### src/design/cori_pkg.sv
// constants and carrier types of the charger option and event register bank
package cori_pkg;
    // ======================================================
    // register offsets
    localparam logic [7:0] OPT_ADDR = 8'h3c;
    localparam logic [7:0] FLAGS_ADDR = 8'h3d;
    localparam logic [7:0] VMIN_ADDR = 8'h3e;

    // ======================================================
    // option register fields
    localparam int OPT_FORCED_CUT = 0;
    localparam int OPT_CUT_UNPLUG = 1;
    localparam int OPT_FAULT_BLK = 2;
    localparam int OPT_STATUS_BLK = 3;
    localparam int OPT_STATE_LO = 4;
    localparam int OPT_DELAY_LO = 7;
    localparam int OPT_SPREAD = 9;
    localparam int OPT_CP_LEAVE = 10;
    localparam int OPT_TERM_LO = 11;
    localparam int OPT_LINEAR = 14;
    localparam int OPT_ECO = 15;
    localparam logic [15:0] OPT_RW_MASK = 16'hff8f;
    localparam logic [15:0] OPT_DEFAULT = 16'h8900;

    // ======================================================
    // event flag positions and classes
    localparam int FLG_EOC = 0;
    localparam int FLG_PRE = 1;
    localparam int FLG_LEARN = 2;
    localparam int FLG_HOST_TMR = 3;
    localparam int FLG_PEAK = 4;
    localparam int FLG_IN_OV = 5;
    localparam int FLG_CONV_OV = 6;
    localparam int FLG_IN_SHORT = 7;
    localparam int FLG_FORCED_CUT = 8;
    localparam int FLG_UNPLUG_CUT = 9;
    localparam int FLG_SYS_OV = 10;
    localparam int FLG_BAT_GONE = 11;
    localparam logic [15:0] FLG_RC_MASK = 16'h0b7f;
    localparam logic [15:0] FLG_W1C_MASK = 16'h0400;
    localparam logic [15:0] FLG_OFF_MASK = 16'h0cff;
    localparam logic [15:0] FLG_FAULT_MASK = 16'h0cf8;
    localparam logic [15:0] FLG_STATUS_MASK = 16'h0307;

    // ======================================================
    // minimum system voltage register
    localparam int VMIN_DYN_PRE = 0;
    localparam int VMIN_GOOD_SRC = 1;
    localparam int VMIN_FLOOR_LO = 7;
    localparam int VMIN_CELL_DET = 15;
    localparam logic [15:0] VMIN_RW_MASK = 16'hff83;
    localparam logic [15:0] VMIN_FIXED_DEFAULT = 16'h8001;
    localparam logic [7:0] FLOOR_LOW_CLAMP = 8'h1a;
    localparam logic [7:0] FLOOR_HIGH_CLAMP = 8'h8b;

    // ======================================================
    // timing: base cut delay 512 ms at 250 MHz
    localparam int CUT_UNIT_MS = 512;
    localparam int CLK_MHZ = 250;
    localparam int CUT_UNIT_CYC = CUT_UNIT_MS * 1000 * CLK_MHZ;

    // ======================================================
    // charger phases and carriers
    typedef enum logic [2:0] {
        PH_OFF, PH_CONFIG, PH_HOLD, PH_PRECHARGE,
        PH_FULL, PH_SUPPLEMENT, PH_END, PH_HARD_RESET
    } cori_phase_t;

    typedef struct packed {
        logic learn_change;
        logic host_timer_expiry;
        logic peak_current;
        logic input_overvoltage;
        logic converter_overvoltage;
        logic input_short;
        logic system_overvoltage;
        logic battery_gone;
    } cori_events_t;

    typedef struct packed {
        logic spread_spectrum_on;
        logic cp_leave_enable;
        logic [2:0] termination_current;
        logic linear_regulation_select;
        logic eco_mode;
        logic dynamic_precharge_on;
        logic input_good_source;
        logic [7:0] system_voltage_floor;
        logic cell_detect_on;
    } cori_cfg_t;
endpackage : cori_pkg

### src/design/cori_regs.sv
// charger option, event flag and minimum system voltage register bank
//
// Contract
// - writing forced cut bit cuts the battery after the selected delay
// - with unplug cut set, cut battery on adapter removal until replug
// - fault block bit stops fault-class flags raising the interrupt
// - status block bit stops status-class flags raising the interrupt
// - option bits 6:4 read back the current charger phase code
// - delay select 00/01/10/11 gives 0/512/1024/2048 ms, default 10
// - bit 9 enables spread spectrum, default off
// - bit 10 enables CP exit, default off
// - termination current is 128 mA times code plus one, default 001
// - bit 14 selects linear regulator mode, resets to zero
// - bit 15 selects economy mode, default one
// - flag 0 set on end-of-charge, cleared by read, reset or off
// - flag 1 set on precharge entry, cleared by read, reset or off
// - flag 2 set on learn mode change, cleared by read
// - flag 3 set on host timer expiry, cleared by read, reset or off
// - flags 4,5,6,11 read-clear; flag 7 input short not cleared by read
// - flag 8 set on hard reset entry with forced cut; not off-cleared
// - flag 9 set on hard reset entry with unplug cut; not off-cleared
// - floor register bit 0 enables dynamic precharge, default on
// - bit 1 picks input-good source: threshold select or voltage floor
// - voltage floor in 128 mV steps, clamped at both ends
// - bit 15 enables cell-count floor detection, default on
// - writing one to flag 10 clears it
// - reading the flag register clears its read-clear flags
// - config fields return to defaults on entry to off phase
// - off-reset flags held at zero while phase is off
`timescale 1ns/1ps
module cori_regs #(
    parameter int CUT_UNIT = cori_pkg::CUT_UNIT_CYC,
    parameter logic [7:0] FLOOR_DEFAULT = cori_pkg::FLOOR_LOW_CLAMP
) (
    // clock and reset
    input wire logic ref_clk_i,
    input wire logic rst_i,
    // register port from the serial protocol engine
    input wire logic [7:0] reg_addr_i,
    input wire logic reg_wr_i,
    input wire logic reg_rd_i,
    input wire logic [15:0] reg_wdata_i,
    output logic [15:0] reg_rdata_o,
    // charger state and events, same clock
    input wire cori_pkg::cori_phase_t phase_i,
    input wire cori_pkg::cori_events_t events_i,
    // adapter presence pin
    input wire logic adapter_present_i,
    // controls to the power stage
    output logic battery_cut_o,
    output cori_pkg::cori_cfg_t cfg_o,
    output logic irq_o
);
    localparam logic [15:0] VMIN_DEFAULT = cori_pkg::VMIN_FIXED_DEFAULT
        | {1'b0, FLOOR_DEFAULT, 7'h00};

    logic [15:0] opt_reg;
    logic [15:0] vmin_reg;
    logic [15:0] flags_reg;
    logic [15:0] flags_next;
    logic [15:0] flag_set;
    logic [2:0] phase_prev_reg;
    logic off_entry;
    logic in_off;
    logic [2:0] sync_reg;
    logic adapter_reg;
    logic unplug_cut_reg;
    logic [31:0] cut_cnt_reg;
    logic forced_done_reg;
    logic rd_flags;

    // ======================================================
    // helpers
    function automatic logic [31:0] cut_cycles(input logic [1:0] sel);
        logic [31:0] unit;
        unit = 32'(CUT_UNIT);
        unique case (sel)
            2'b00: cut_cycles = 32'h0;
            2'b01: cut_cycles = unit;
            2'b10: cut_cycles = unit << 1;
            2'b11: cut_cycles = unit << 2;
        endcase
    endfunction : cut_cycles

    function automatic logic [7:0] floor_clamp(input logic [7:0] code);
        if (code < cori_pkg::FLOOR_LOW_CLAMP) begin
            floor_clamp = cori_pkg::FLOOR_LOW_CLAMP;
        end else if (code > cori_pkg::FLOOR_HIGH_CLAMP) begin
            floor_clamp = cori_pkg::FLOOR_HIGH_CLAMP;
        end else begin
            floor_clamp = code;
        end
    endfunction : floor_clamp

    assign in_off = (phase_i == cori_pkg::PH_OFF);
    assign off_entry = in_off && (phase_prev_reg != 3'(cori_pkg::PH_OFF));
    assign rd_flags = reg_rd_i && (reg_addr_i == cori_pkg::FLAGS_ADDR);

    always_ff @(posedge ref_clk_i) begin
        if (rst_i) begin
            phase_prev_reg <= 3'(cori_pkg::PH_OFF);
        end else begin
            phase_prev_reg <= phase_i;
        end
    end

    // ======================================================
    // configuration registers
    always_ff @(posedge ref_clk_i) begin
        if (rst_i || off_entry) begin
            opt_reg <= cori_pkg::OPT_DEFAULT;
            vmin_reg <= VMIN_DEFAULT;
        end else if (reg_wr_i) begin
            if (reg_addr_i == cori_pkg::OPT_ADDR) begin
                opt_reg <= reg_wdata_i & cori_pkg::OPT_RW_MASK;
            end
            if (reg_addr_i == cori_pkg::VMIN_ADDR) begin
                vmin_reg <= reg_wdata_i & cori_pkg::VMIN_RW_MASK;
            end
        end
    end

    always_ff @(posedge ref_clk_i) begin
        if (rst_i) begin
            cfg_o <= '0;
        end else begin
            cfg_o.spread_spectrum_on <= opt_reg[cori_pkg::OPT_SPREAD];
            cfg_o.cp_leave_enable <= opt_reg[cori_pkg::OPT_CP_LEAVE];
            cfg_o.termination_current <= opt_reg[cori_pkg::OPT_TERM_LO +: 3];
            cfg_o.linear_regulation_select <= opt_reg[cori_pkg::OPT_LINEAR];
            cfg_o.eco_mode <= opt_reg[cori_pkg::OPT_ECO];
            cfg_o.dynamic_precharge_on <= vmin_reg[cori_pkg::VMIN_DYN_PRE];
            cfg_o.input_good_source <= vmin_reg[cori_pkg::VMIN_GOOD_SRC];
            cfg_o.system_voltage_floor <= floor_clamp(vmin_reg[cori_pkg::VMIN_FLOOR_LO +: 8]);
            cfg_o.cell_detect_on <= vmin_reg[cori_pkg::VMIN_CELL_DET];
        end
    end

    // ======================================================
    // adapter pin sync: change taken once stages two and three agree
    always_ff @(posedge ref_clk_i) begin
        if (rst_i) begin
            // start at the idle level, present, so release gives no false unplug
            sync_reg <= 3'h7;
            adapter_reg <= 1'b1;
        end else begin
            sync_reg <= {sync_reg[1:0], adapter_present_i};
            if (sync_reg[1] == sync_reg[2]) begin
                adapter_reg <= sync_reg[2];
            end
        end
    end

    // ======================================================
    // battery cut
    always_ff @(posedge ref_clk_i) begin
        if (rst_i) begin
            unplug_cut_reg <= 1'b0;
        end else if (adapter_reg) begin
            unplug_cut_reg <= 1'b0;
        end else if (opt_reg[cori_pkg::OPT_CUT_UNPLUG] && sync_reg[2] == sync_reg[1] && !sync_reg[2]) begin
            unplug_cut_reg <= 1'b1;
        end
    end

    // delay restarts whenever the forced cut bit is cleared
    always_ff @(posedge ref_clk_i) begin
        if (rst_i || !opt_reg[cori_pkg::OPT_FORCED_CUT]) begin
            cut_cnt_reg <= 32'h0;
            forced_done_reg <= 1'b0;
        end else if (cut_cnt_reg >= cut_cycles(opt_reg[cori_pkg::OPT_DELAY_LO +: 2])) begin
            forced_done_reg <= 1'b1;
        end else begin
            cut_cnt_reg <= cut_cnt_reg + 32'h1;
        end
    end

    always_ff @(posedge ref_clk_i) begin
        if (rst_i) begin
            battery_cut_o <= 1'b0;
        end else begin
            battery_cut_o <= forced_done_reg || unplug_cut_reg;
        end
    end

    // ======================================================
    // event flags: set wins over read and write-one clears in the same cycle; the off-phase clear wins over set
    always_comb begin
        flag_set = '0;
        flag_set[cori_pkg::FLG_EOC] = (phase_i == cori_pkg::PH_END)
            && (phase_prev_reg != 3'(cori_pkg::PH_END));
        flag_set[cori_pkg::FLG_PRE] = (phase_i == cori_pkg::PH_PRECHARGE)
            && (phase_prev_reg != 3'(cori_pkg::PH_PRECHARGE));
        flag_set[cori_pkg::FLG_LEARN] = events_i.learn_change;
        flag_set[cori_pkg::FLG_HOST_TMR] = events_i.host_timer_expiry;
        flag_set[cori_pkg::FLG_PEAK] = events_i.peak_current;
        flag_set[cori_pkg::FLG_IN_OV] = events_i.input_overvoltage;
        flag_set[cori_pkg::FLG_CONV_OV] = events_i.converter_overvoltage;
        flag_set[cori_pkg::FLG_IN_SHORT] = events_i.input_short;
        flag_set[cori_pkg::FLG_SYS_OV] = events_i.system_overvoltage;
        flag_set[cori_pkg::FLG_BAT_GONE] = events_i.battery_gone;
        flag_set[cori_pkg::FLG_FORCED_CUT] = (phase_i == cori_pkg::PH_HARD_RESET)
            && (phase_prev_reg != 3'(cori_pkg::PH_HARD_RESET))
            && opt_reg[cori_pkg::OPT_FORCED_CUT];
        flag_set[cori_pkg::FLG_UNPLUG_CUT] = (phase_i == cori_pkg::PH_HARD_RESET)
            && (phase_prev_reg != 3'(cori_pkg::PH_HARD_RESET))
            && opt_reg[cori_pkg::OPT_CUT_UNPLUG];
        flags_next = flags_reg;
        if (rd_flags) begin
            flags_next = flags_next & ~cori_pkg::FLG_RC_MASK;
        end
        if (reg_wr_i && reg_addr_i == cori_pkg::FLAGS_ADDR) begin
            flags_next = flags_next & ~(reg_wdata_i & cori_pkg::FLG_W1C_MASK);
        end
        flags_next = flags_next | flag_set;
        if (in_off) begin
            flags_next = flags_next & ~cori_pkg::FLG_OFF_MASK;
        end
    end

    always_ff @(posedge ref_clk_i) begin
        if (rst_i) begin
            flags_reg <= 16'h0;
        end else begin
            flags_reg <= flags_next;
        end
    end

    always_ff @(posedge ref_clk_i) begin
        if (rst_i) begin
            irq_o <= 1'b0;
        end else begin
            irq_o <= |(flags_reg & ~({16{opt_reg[cori_pkg::OPT_FAULT_BLK]}} & cori_pkg::FLG_FAULT_MASK)
                & ~({16{opt_reg[cori_pkg::OPT_STATUS_BLK]}} & cori_pkg::FLG_STATUS_MASK));
        end
    end

    // ======================================================
    // read path: data one cycle after the read strobe
    always_ff @(posedge ref_clk_i) begin
        if (rst_i) begin
            reg_rdata_o <= 16'h0;
        end else if (reg_rd_i) begin
            unique case (reg_addr_i)
                cori_pkg::OPT_ADDR: begin
                    reg_rdata_o <= opt_reg | (16'(phase_i) << cori_pkg::OPT_STATE_LO);
                end
                cori_pkg::FLAGS_ADDR: reg_rdata_o <= flags_reg;
                cori_pkg::VMIN_ADDR: reg_rdata_o <= vmin_reg;
                default: reg_rdata_o <= 16'h0;
            endcase
        end
    end

    // ======================================================
    // checks
    phase_readback_a: assert property (@(posedge ref_clk_i) disable iff (rst_i)
        reg_rd_i && reg_addr_i == cori_pkg::OPT_ADDR
        |=> reg_rdata_o[cori_pkg::OPT_STATE_LO +: 3] == $past(phase_i))
        else $error("phase readback wrong");
    off_entry_default_a: assert property (@(posedge ref_clk_i) disable iff (rst_i)
        off_entry |=> opt_reg == cori_pkg::OPT_DEFAULT && vmin_reg == VMIN_DEFAULT)
        else $error("defaults not restored on off entry");
    off_hold_a: assert property (@(posedge ref_clk_i) disable iff (rst_i)
        in_off |=> (flags_reg & cori_pkg::FLG_OFF_MASK) == 16'h0)
        else $error("off flags not held");
    read_clear_a: assert property (@(posedge ref_clk_i) disable iff (rst_i)
        rd_flags && flag_set == 16'h0 |=> (flags_reg & cori_pkg::FLG_RC_MASK) == 16'h0)
        else $error("read did not clear flags");
    short_kept_a: assert property (@(posedge ref_clk_i) disable iff (rst_i)
        rd_flags && !in_off && flags_reg[cori_pkg::FLG_IN_SHORT] |=> flags_reg[cori_pkg::FLG_IN_SHORT])
        else $error("input short cleared by read");
    sysov_w1c_a: assert property (@(posedge ref_clk_i) disable iff (rst_i)
        reg_wr_i && reg_addr_i == cori_pkg::FLAGS_ADDR && reg_wdata_i[cori_pkg::FLG_SYS_OV]
        && !events_i.system_overvoltage |=> !flags_reg[cori_pkg::FLG_SYS_OV])
        else $error("system overvoltage not cleared");
    eoc_set_a: assert property (@(posedge ref_clk_i) disable iff (rst_i)
        phase_i == cori_pkg::PH_END && $past(phase_i) != cori_pkg::PH_END
        |=> flags_reg[cori_pkg::FLG_EOC] ##1 irq_o || opt_reg[cori_pkg::OPT_STATUS_BLK])
        else $error("end of charge flag or interrupt missing");
    irq_blocked_a: assert property (@(posedge ref_clk_i) disable iff (rst_i)
        opt_reg[cori_pkg::OPT_FAULT_BLK] && opt_reg[cori_pkg::OPT_STATUS_BLK] |=> !irq_o)
        else $error("interrupt raised while blocked");
    forced_zero_a: assert property (@(posedge ref_clk_i) disable iff (rst_i)
        opt_reg[cori_pkg::OPT_FORCED_CUT] && opt_reg[cori_pkg::OPT_DELAY_LO +: 2] == 2'b00
        [*3] |-> battery_cut_o)
        else $error("zero delay cut missing");
    unplug_cut_a: assert property (@(posedge ref_clk_i) disable iff (rst_i)
        $rose(unplug_cut_reg) |=> battery_cut_o)
        else $error("unplug cut not driven");
    forced_flag_a: assert property (@(posedge ref_clk_i) disable iff (rst_i)
        phase_i == cori_pkg::PH_HARD_RESET && $past(phase_i) != cori_pkg::PH_HARD_RESET
        && opt_reg[cori_pkg::OPT_FORCED_CUT] |=> flags_reg[cori_pkg::FLG_FORCED_CUT])
        else $error("forced cut flag missing");
    unplug_flag_a: assert property (@(posedge ref_clk_i) disable iff (rst_i)
        phase_i == cori_pkg::PH_HARD_RESET && $past(phase_i) != cori_pkg::PH_HARD_RESET
        && opt_reg[cori_pkg::OPT_CUT_UNPLUG] |=> flags_reg[cori_pkg::FLG_UNPLUG_CUT])
        else $error("unplug cut flag missing");
    status_irq_a: assert property (@(posedge ref_clk_i) disable iff (rst_i)
        flags_reg[cori_pkg::FLG_EOC] && !opt_reg[cori_pkg::OPT_STATUS_BLK] |=> irq_o)
        else $error("status interrupt missing");
    fault_irq_a: assert property (@(posedge ref_clk_i) disable iff (rst_i)
        flags_reg[cori_pkg::FLG_IN_SHORT] && !opt_reg[cori_pkg::OPT_FAULT_BLK] |=> irq_o)
        else $error("fault interrupt missing");
    floor_range_a: assert property (@(posedge ref_clk_i) disable iff (rst_i)
        !rst_i |=> cfg_o.system_voltage_floor >= cori_pkg::FLOOR_LOW_CLAMP
        && cfg_o.system_voltage_floor <= cori_pkg::FLOOR_HIGH_CLAMP)
        else $error("voltage floor outside clamps");
    cut_release_a: assert property (@(posedge ref_clk_i) disable iff (rst_i)
        !opt_reg[cori_pkg::OPT_FORCED_CUT] && !unplug_cut_reg [*3] |-> !battery_cut_o)
        else $error("battery cut held without cause");
endmodule : cori_regs

### config.mk
export PLATFORM = sky130hd
export DESIGN_NAME = cori_regs
export DESIGN_NICKNAME = d
export VERILOG_FILES = /design/src/design/cori_pkg.sv /design/src/design/cori_regs.sv
export SDC_FILE = /design/constraint.sdc
export NUM_CORES = 1
export LEC_CHECK = 0
export BUFFER_PORTS_ARGS = -buffer_cell sky130_fd_sc_hd__buf_2
export CORE_AREA = 2 2 132 134
export CTS_CLUSTER_DIAMETER = 150
export DETAILED_ROUTE_END_ITERATION = 8
export DIE_AREA = 0 0 134 136
export SLEW_MARGIN = 15
export SYNTH_ARGS = -nofsm -noshare
export SYNTH_HDL_FRONTEND = slang
export SYNTH_SLANG_ARGS = --single-unit
### constraint.sdc
create_clock -name ref_clk_i -period 6 [get_ports ref_clk_i]
set_input_delay 1.2 -clock ref_clk_i [delete_from_list [all_inputs] [get_ports ref_clk_i]]
set_output_delay 1.2 -clock ref_clk_i [all_outputs]
set_load 0.03 [all_outputs]
==> impl_metrics.py <==
metrics = {
    "grt": {
        "grt_first_pass_wirelength_um": 20600,
        "grt_pass1_vias": 4110,
        "grt_usage": 0.144,
        "overflow": 0,
        "grt_antenna_before_repair": 0,
        "grt_start_max_net_pins": 49,
    },
    "route": {
        "drc_errors": 0,
        "post_drt_wl_per_cell_um": 14.0,
        "vias": 4342,
        "vias_per_cell": 4.89,
        "drtAntennaViolNets": 0,
        "initialDrtViolationCount": 284,
        "routed_wl_um": 12400,
        "dr.pass1.iters": 4,
    },
    "cells_and_area": {
        "fin_util": 0.361,
        "largest_reg_flops": 32,
        "final_nets": 712,
        "area_growth_pct": 22.7,
        "final_area_mm2": 0.00609,
        "seqCellArea_mm2": 0.00226,
        "num_antenna_cells": 0,
        "multi_input_area_mm2": 0.00253,
        "layout-drive-gt1-share": 0.176,
        "stdcell_count": 888,
        "n_fill_cell": 1731,
    },
    "sta": {
        "relSlewSlack": 0.363,
        "skew_ps": 14.9,
        "totalNegativeSetupSlack_ps": 0,
        "period_share": 0.607,
        "layout_min_cycle_time_ps": 3640,
        "fmax_mhz": 274,
        "finalHoldViolCount": 0,
        "rsz0062_at_grt": "no",
        "worstMarginPinSlew_ps": 953,
        "final_max_slew_viol_count": 0,
        "finalSetupViolCount": 0,
    },
    "setup_path": {
        "cp_slowest_cell": "or4_1",
        "endpoint_kind": "flip-flop",
        "critical_path_peak_fanout": 42,
        "critical_path_arrival_ps": 3960,
        "cp_cell_sequence": "inv_1, ha_1, inv_1, ha_1, nor2b_1, o21a_1, o311ai_1, nand3_2, or4_1, a21oi_1",
        "critical_path.max_stage_delay_ps": 690,
        "cp-start-kind": "flip-flop",
        "crit_type": "reg2reg",
        "required_ps": 6310,
    },
    "clocking": {
        "cts.path.max_buffers": 2,
        "htree_levels": 4,
        "cts_resized": 0,
        "cts_setup_buffers": 0,
        "cts_buffers": 17,
        "cts_root_buf": "clkbuf_16",
        "cts.sinks": 113,
        "cts_tree": "done",
        "cts_hold_buf": 0,
        "insertion_delay_ps": 410,
        "clk_pin_slew_ps": 50,
    },
    "synthesis": {
        "synth.area.top_cells": "dfxtp_1 46%, a21oi_1 6.6%, nand2_1 6.1%",
        "yosysTopAreaCell": "dfxtp_1",
        "yosysUniqueCellTypes": 45,
        "async_reset_ff_frac": 0,
        "synth_edf_count": 0,
        "yosysWarnings": 0,
        "synth_fp_nets": 643,
        "synth_top_area_share": 0.456,
        "syn_avg_cell_area_um2": 8.54,
        "synth_cells": 581,
        "netlist_area_mm2": 0.00496,
        "ys_ff_latch": 113,
        "ys.flop_type": "dfxtp_1",
        "ys_seq_area_frac": 0.456,
    },
    "die": {
        "core_area_mm2": 0.0169,
        "die-area_mm2": 0.0182,
        "io_pins": 76,
        "die_w_um": 134,
        "start_util": 0.294,
        "die_height_um": 136,
        "rows": 48,
    },
    "job": {
        "cap_violations": 0,
    },
    "placed_design": {
        "place_hpwl_um": 8920,
        "placed_area_mm2": 0.00552,
        "dpl.cell_count": 856,
        "numPortBuffers": 72,
        "gp_congestion": 0.808,
    },
    "hold_path": {
        "hold_class": "reg2reg",
    },
    "pwr": {
        "total_power_mw": 1.80,
        "switchingPower_mw": 0.399,
        "pwr-share-seq": 0.429,
        "power_density_mw_per_mm2": 296,
        "switching_share": 0.221,
        "p_comb_frac": 0.042,
        "p_leak_nw": 2.44,
        "power.internal_mw": 1.40,
        "clockPowerShare": 0.529,
        "irDropWorstVdd_mv": 0.192,
    },
    "run_status": {
        "outcome": "finished, final reports clean",
    },
}
-- path summary, 6_finish.rpt --
path	slack, ps	end	depth (start not counted)	from
setup / recovery	2360	cut_cnt_reg[24]	10	opt_reg[7]
hold / removal	420	sync_reg[1]	1	sync_reg[0]
setup reg to reg	2360	cut_cnt_reg[24]	10	opt_reg[7]
hold reg to reg	420	sync_reg[1]	1	sync_reg[0]
-- cell type report --
class | count | area share
timing repair buffer | 76 | 0.0641
inverter | 15 | 0.00925
multi-input combinational | 427 | 0.415
sequential | 113 | 0.372
clock inverter | 8 | 0.0129
clock buffer | 24 | 0.0808
tap | 225 | 0.0462
-- metrics by stage --
stage,hold slack (ps),setup slack (ps)
3_3_place_gp,409,2390
5_1_grt,451,2000
4_1_cts,427,2310
2_1_floorplan,389,3290
3_5_place_dp,409,2360
6_report,421,2360
-- power groups by stage --
stage	combinational (mW)	clock [mW]	sequential, mW
floorplan	0.0389	0	0.793
global placement	0.0758	0	0.790
detailed placement	0.0756	0	0.790
CTS	0.0759	0.972	0.774
global route	0.0826	1.01	0.775
finish	0.0755	0.954	0.774
-- critical path: cells and delay by family (launching register included) --
kind / cells / cell delay (ps)
and+or+nand+nor: 3 / 1470
AOI/OAI and AO/OA: 3 / 880
adders and majority gates: 2 / 480
DFF: 1 / 440
buffers and inverters: 2 / 270
-- routing by layer --
metal / wire (µm) / up-vias / global-route usage
met2: 5920 / 93 / 0.234
met3: 476 / 20 / 0.0336
met4: 249 / 0 / 0.0674
li1: - / 2214 / -
met5: 0 / - / 0
met1: 5800 / 2015 / 0.180
-- cell usage in the layout (no fill, tap or decap), drive strengths merged, types with 17 or more instances in the layout --
master,count
a21oi,65
buf,76
clkbuf,24
dfxtp,113
ha,22
nand2,81
nand3,20
nor2,47
nor2b,21
o21ai,23
or3,17
-- Yosys cell counts, drive strengths merged (3+ instances only) --
| cell type | n |
|---|---|
| ha | 22 |
| nor3 | 16 |
| nor4 | 6 |
| dfxtp | 113 |
| or4 | 12 |
| inv | 15 |
| and3 | 12 |
| mux2 | 5 |
| o21ai | 23 |
| xnor2 | 4 |
| nand3 | 20 |
| nor2 | 47 |
| and4 | 3 |
| or3 | 17 |
| and2 | 6 |
| o211ai | 7 |
| clkbuf | 20 |
| nand4 | 11 |
| nor2b | 21 |
| a22oi | 11 |
| mux2i | 11 |
| a21oi | 65 |
| o31ai | 8 |
| buf | 6 |
| o21a | 3 |
| or2 | 3 |
| nand2 | 81 |
-- kinds of logic after synthesis --
logic type / synth area share
AND/OR/NAND/NOR: 0.262
buffers and inverters: 0.0346
multiplexers: 0.0336
XOR/XNOR: 0.00706
adder cells (fa/ha/maj): 0.0555
AO/OA/AOI/OAI: 0.152
flip-flops: 0.456
No activity file was read; power rests on OpenSTA's default activity.
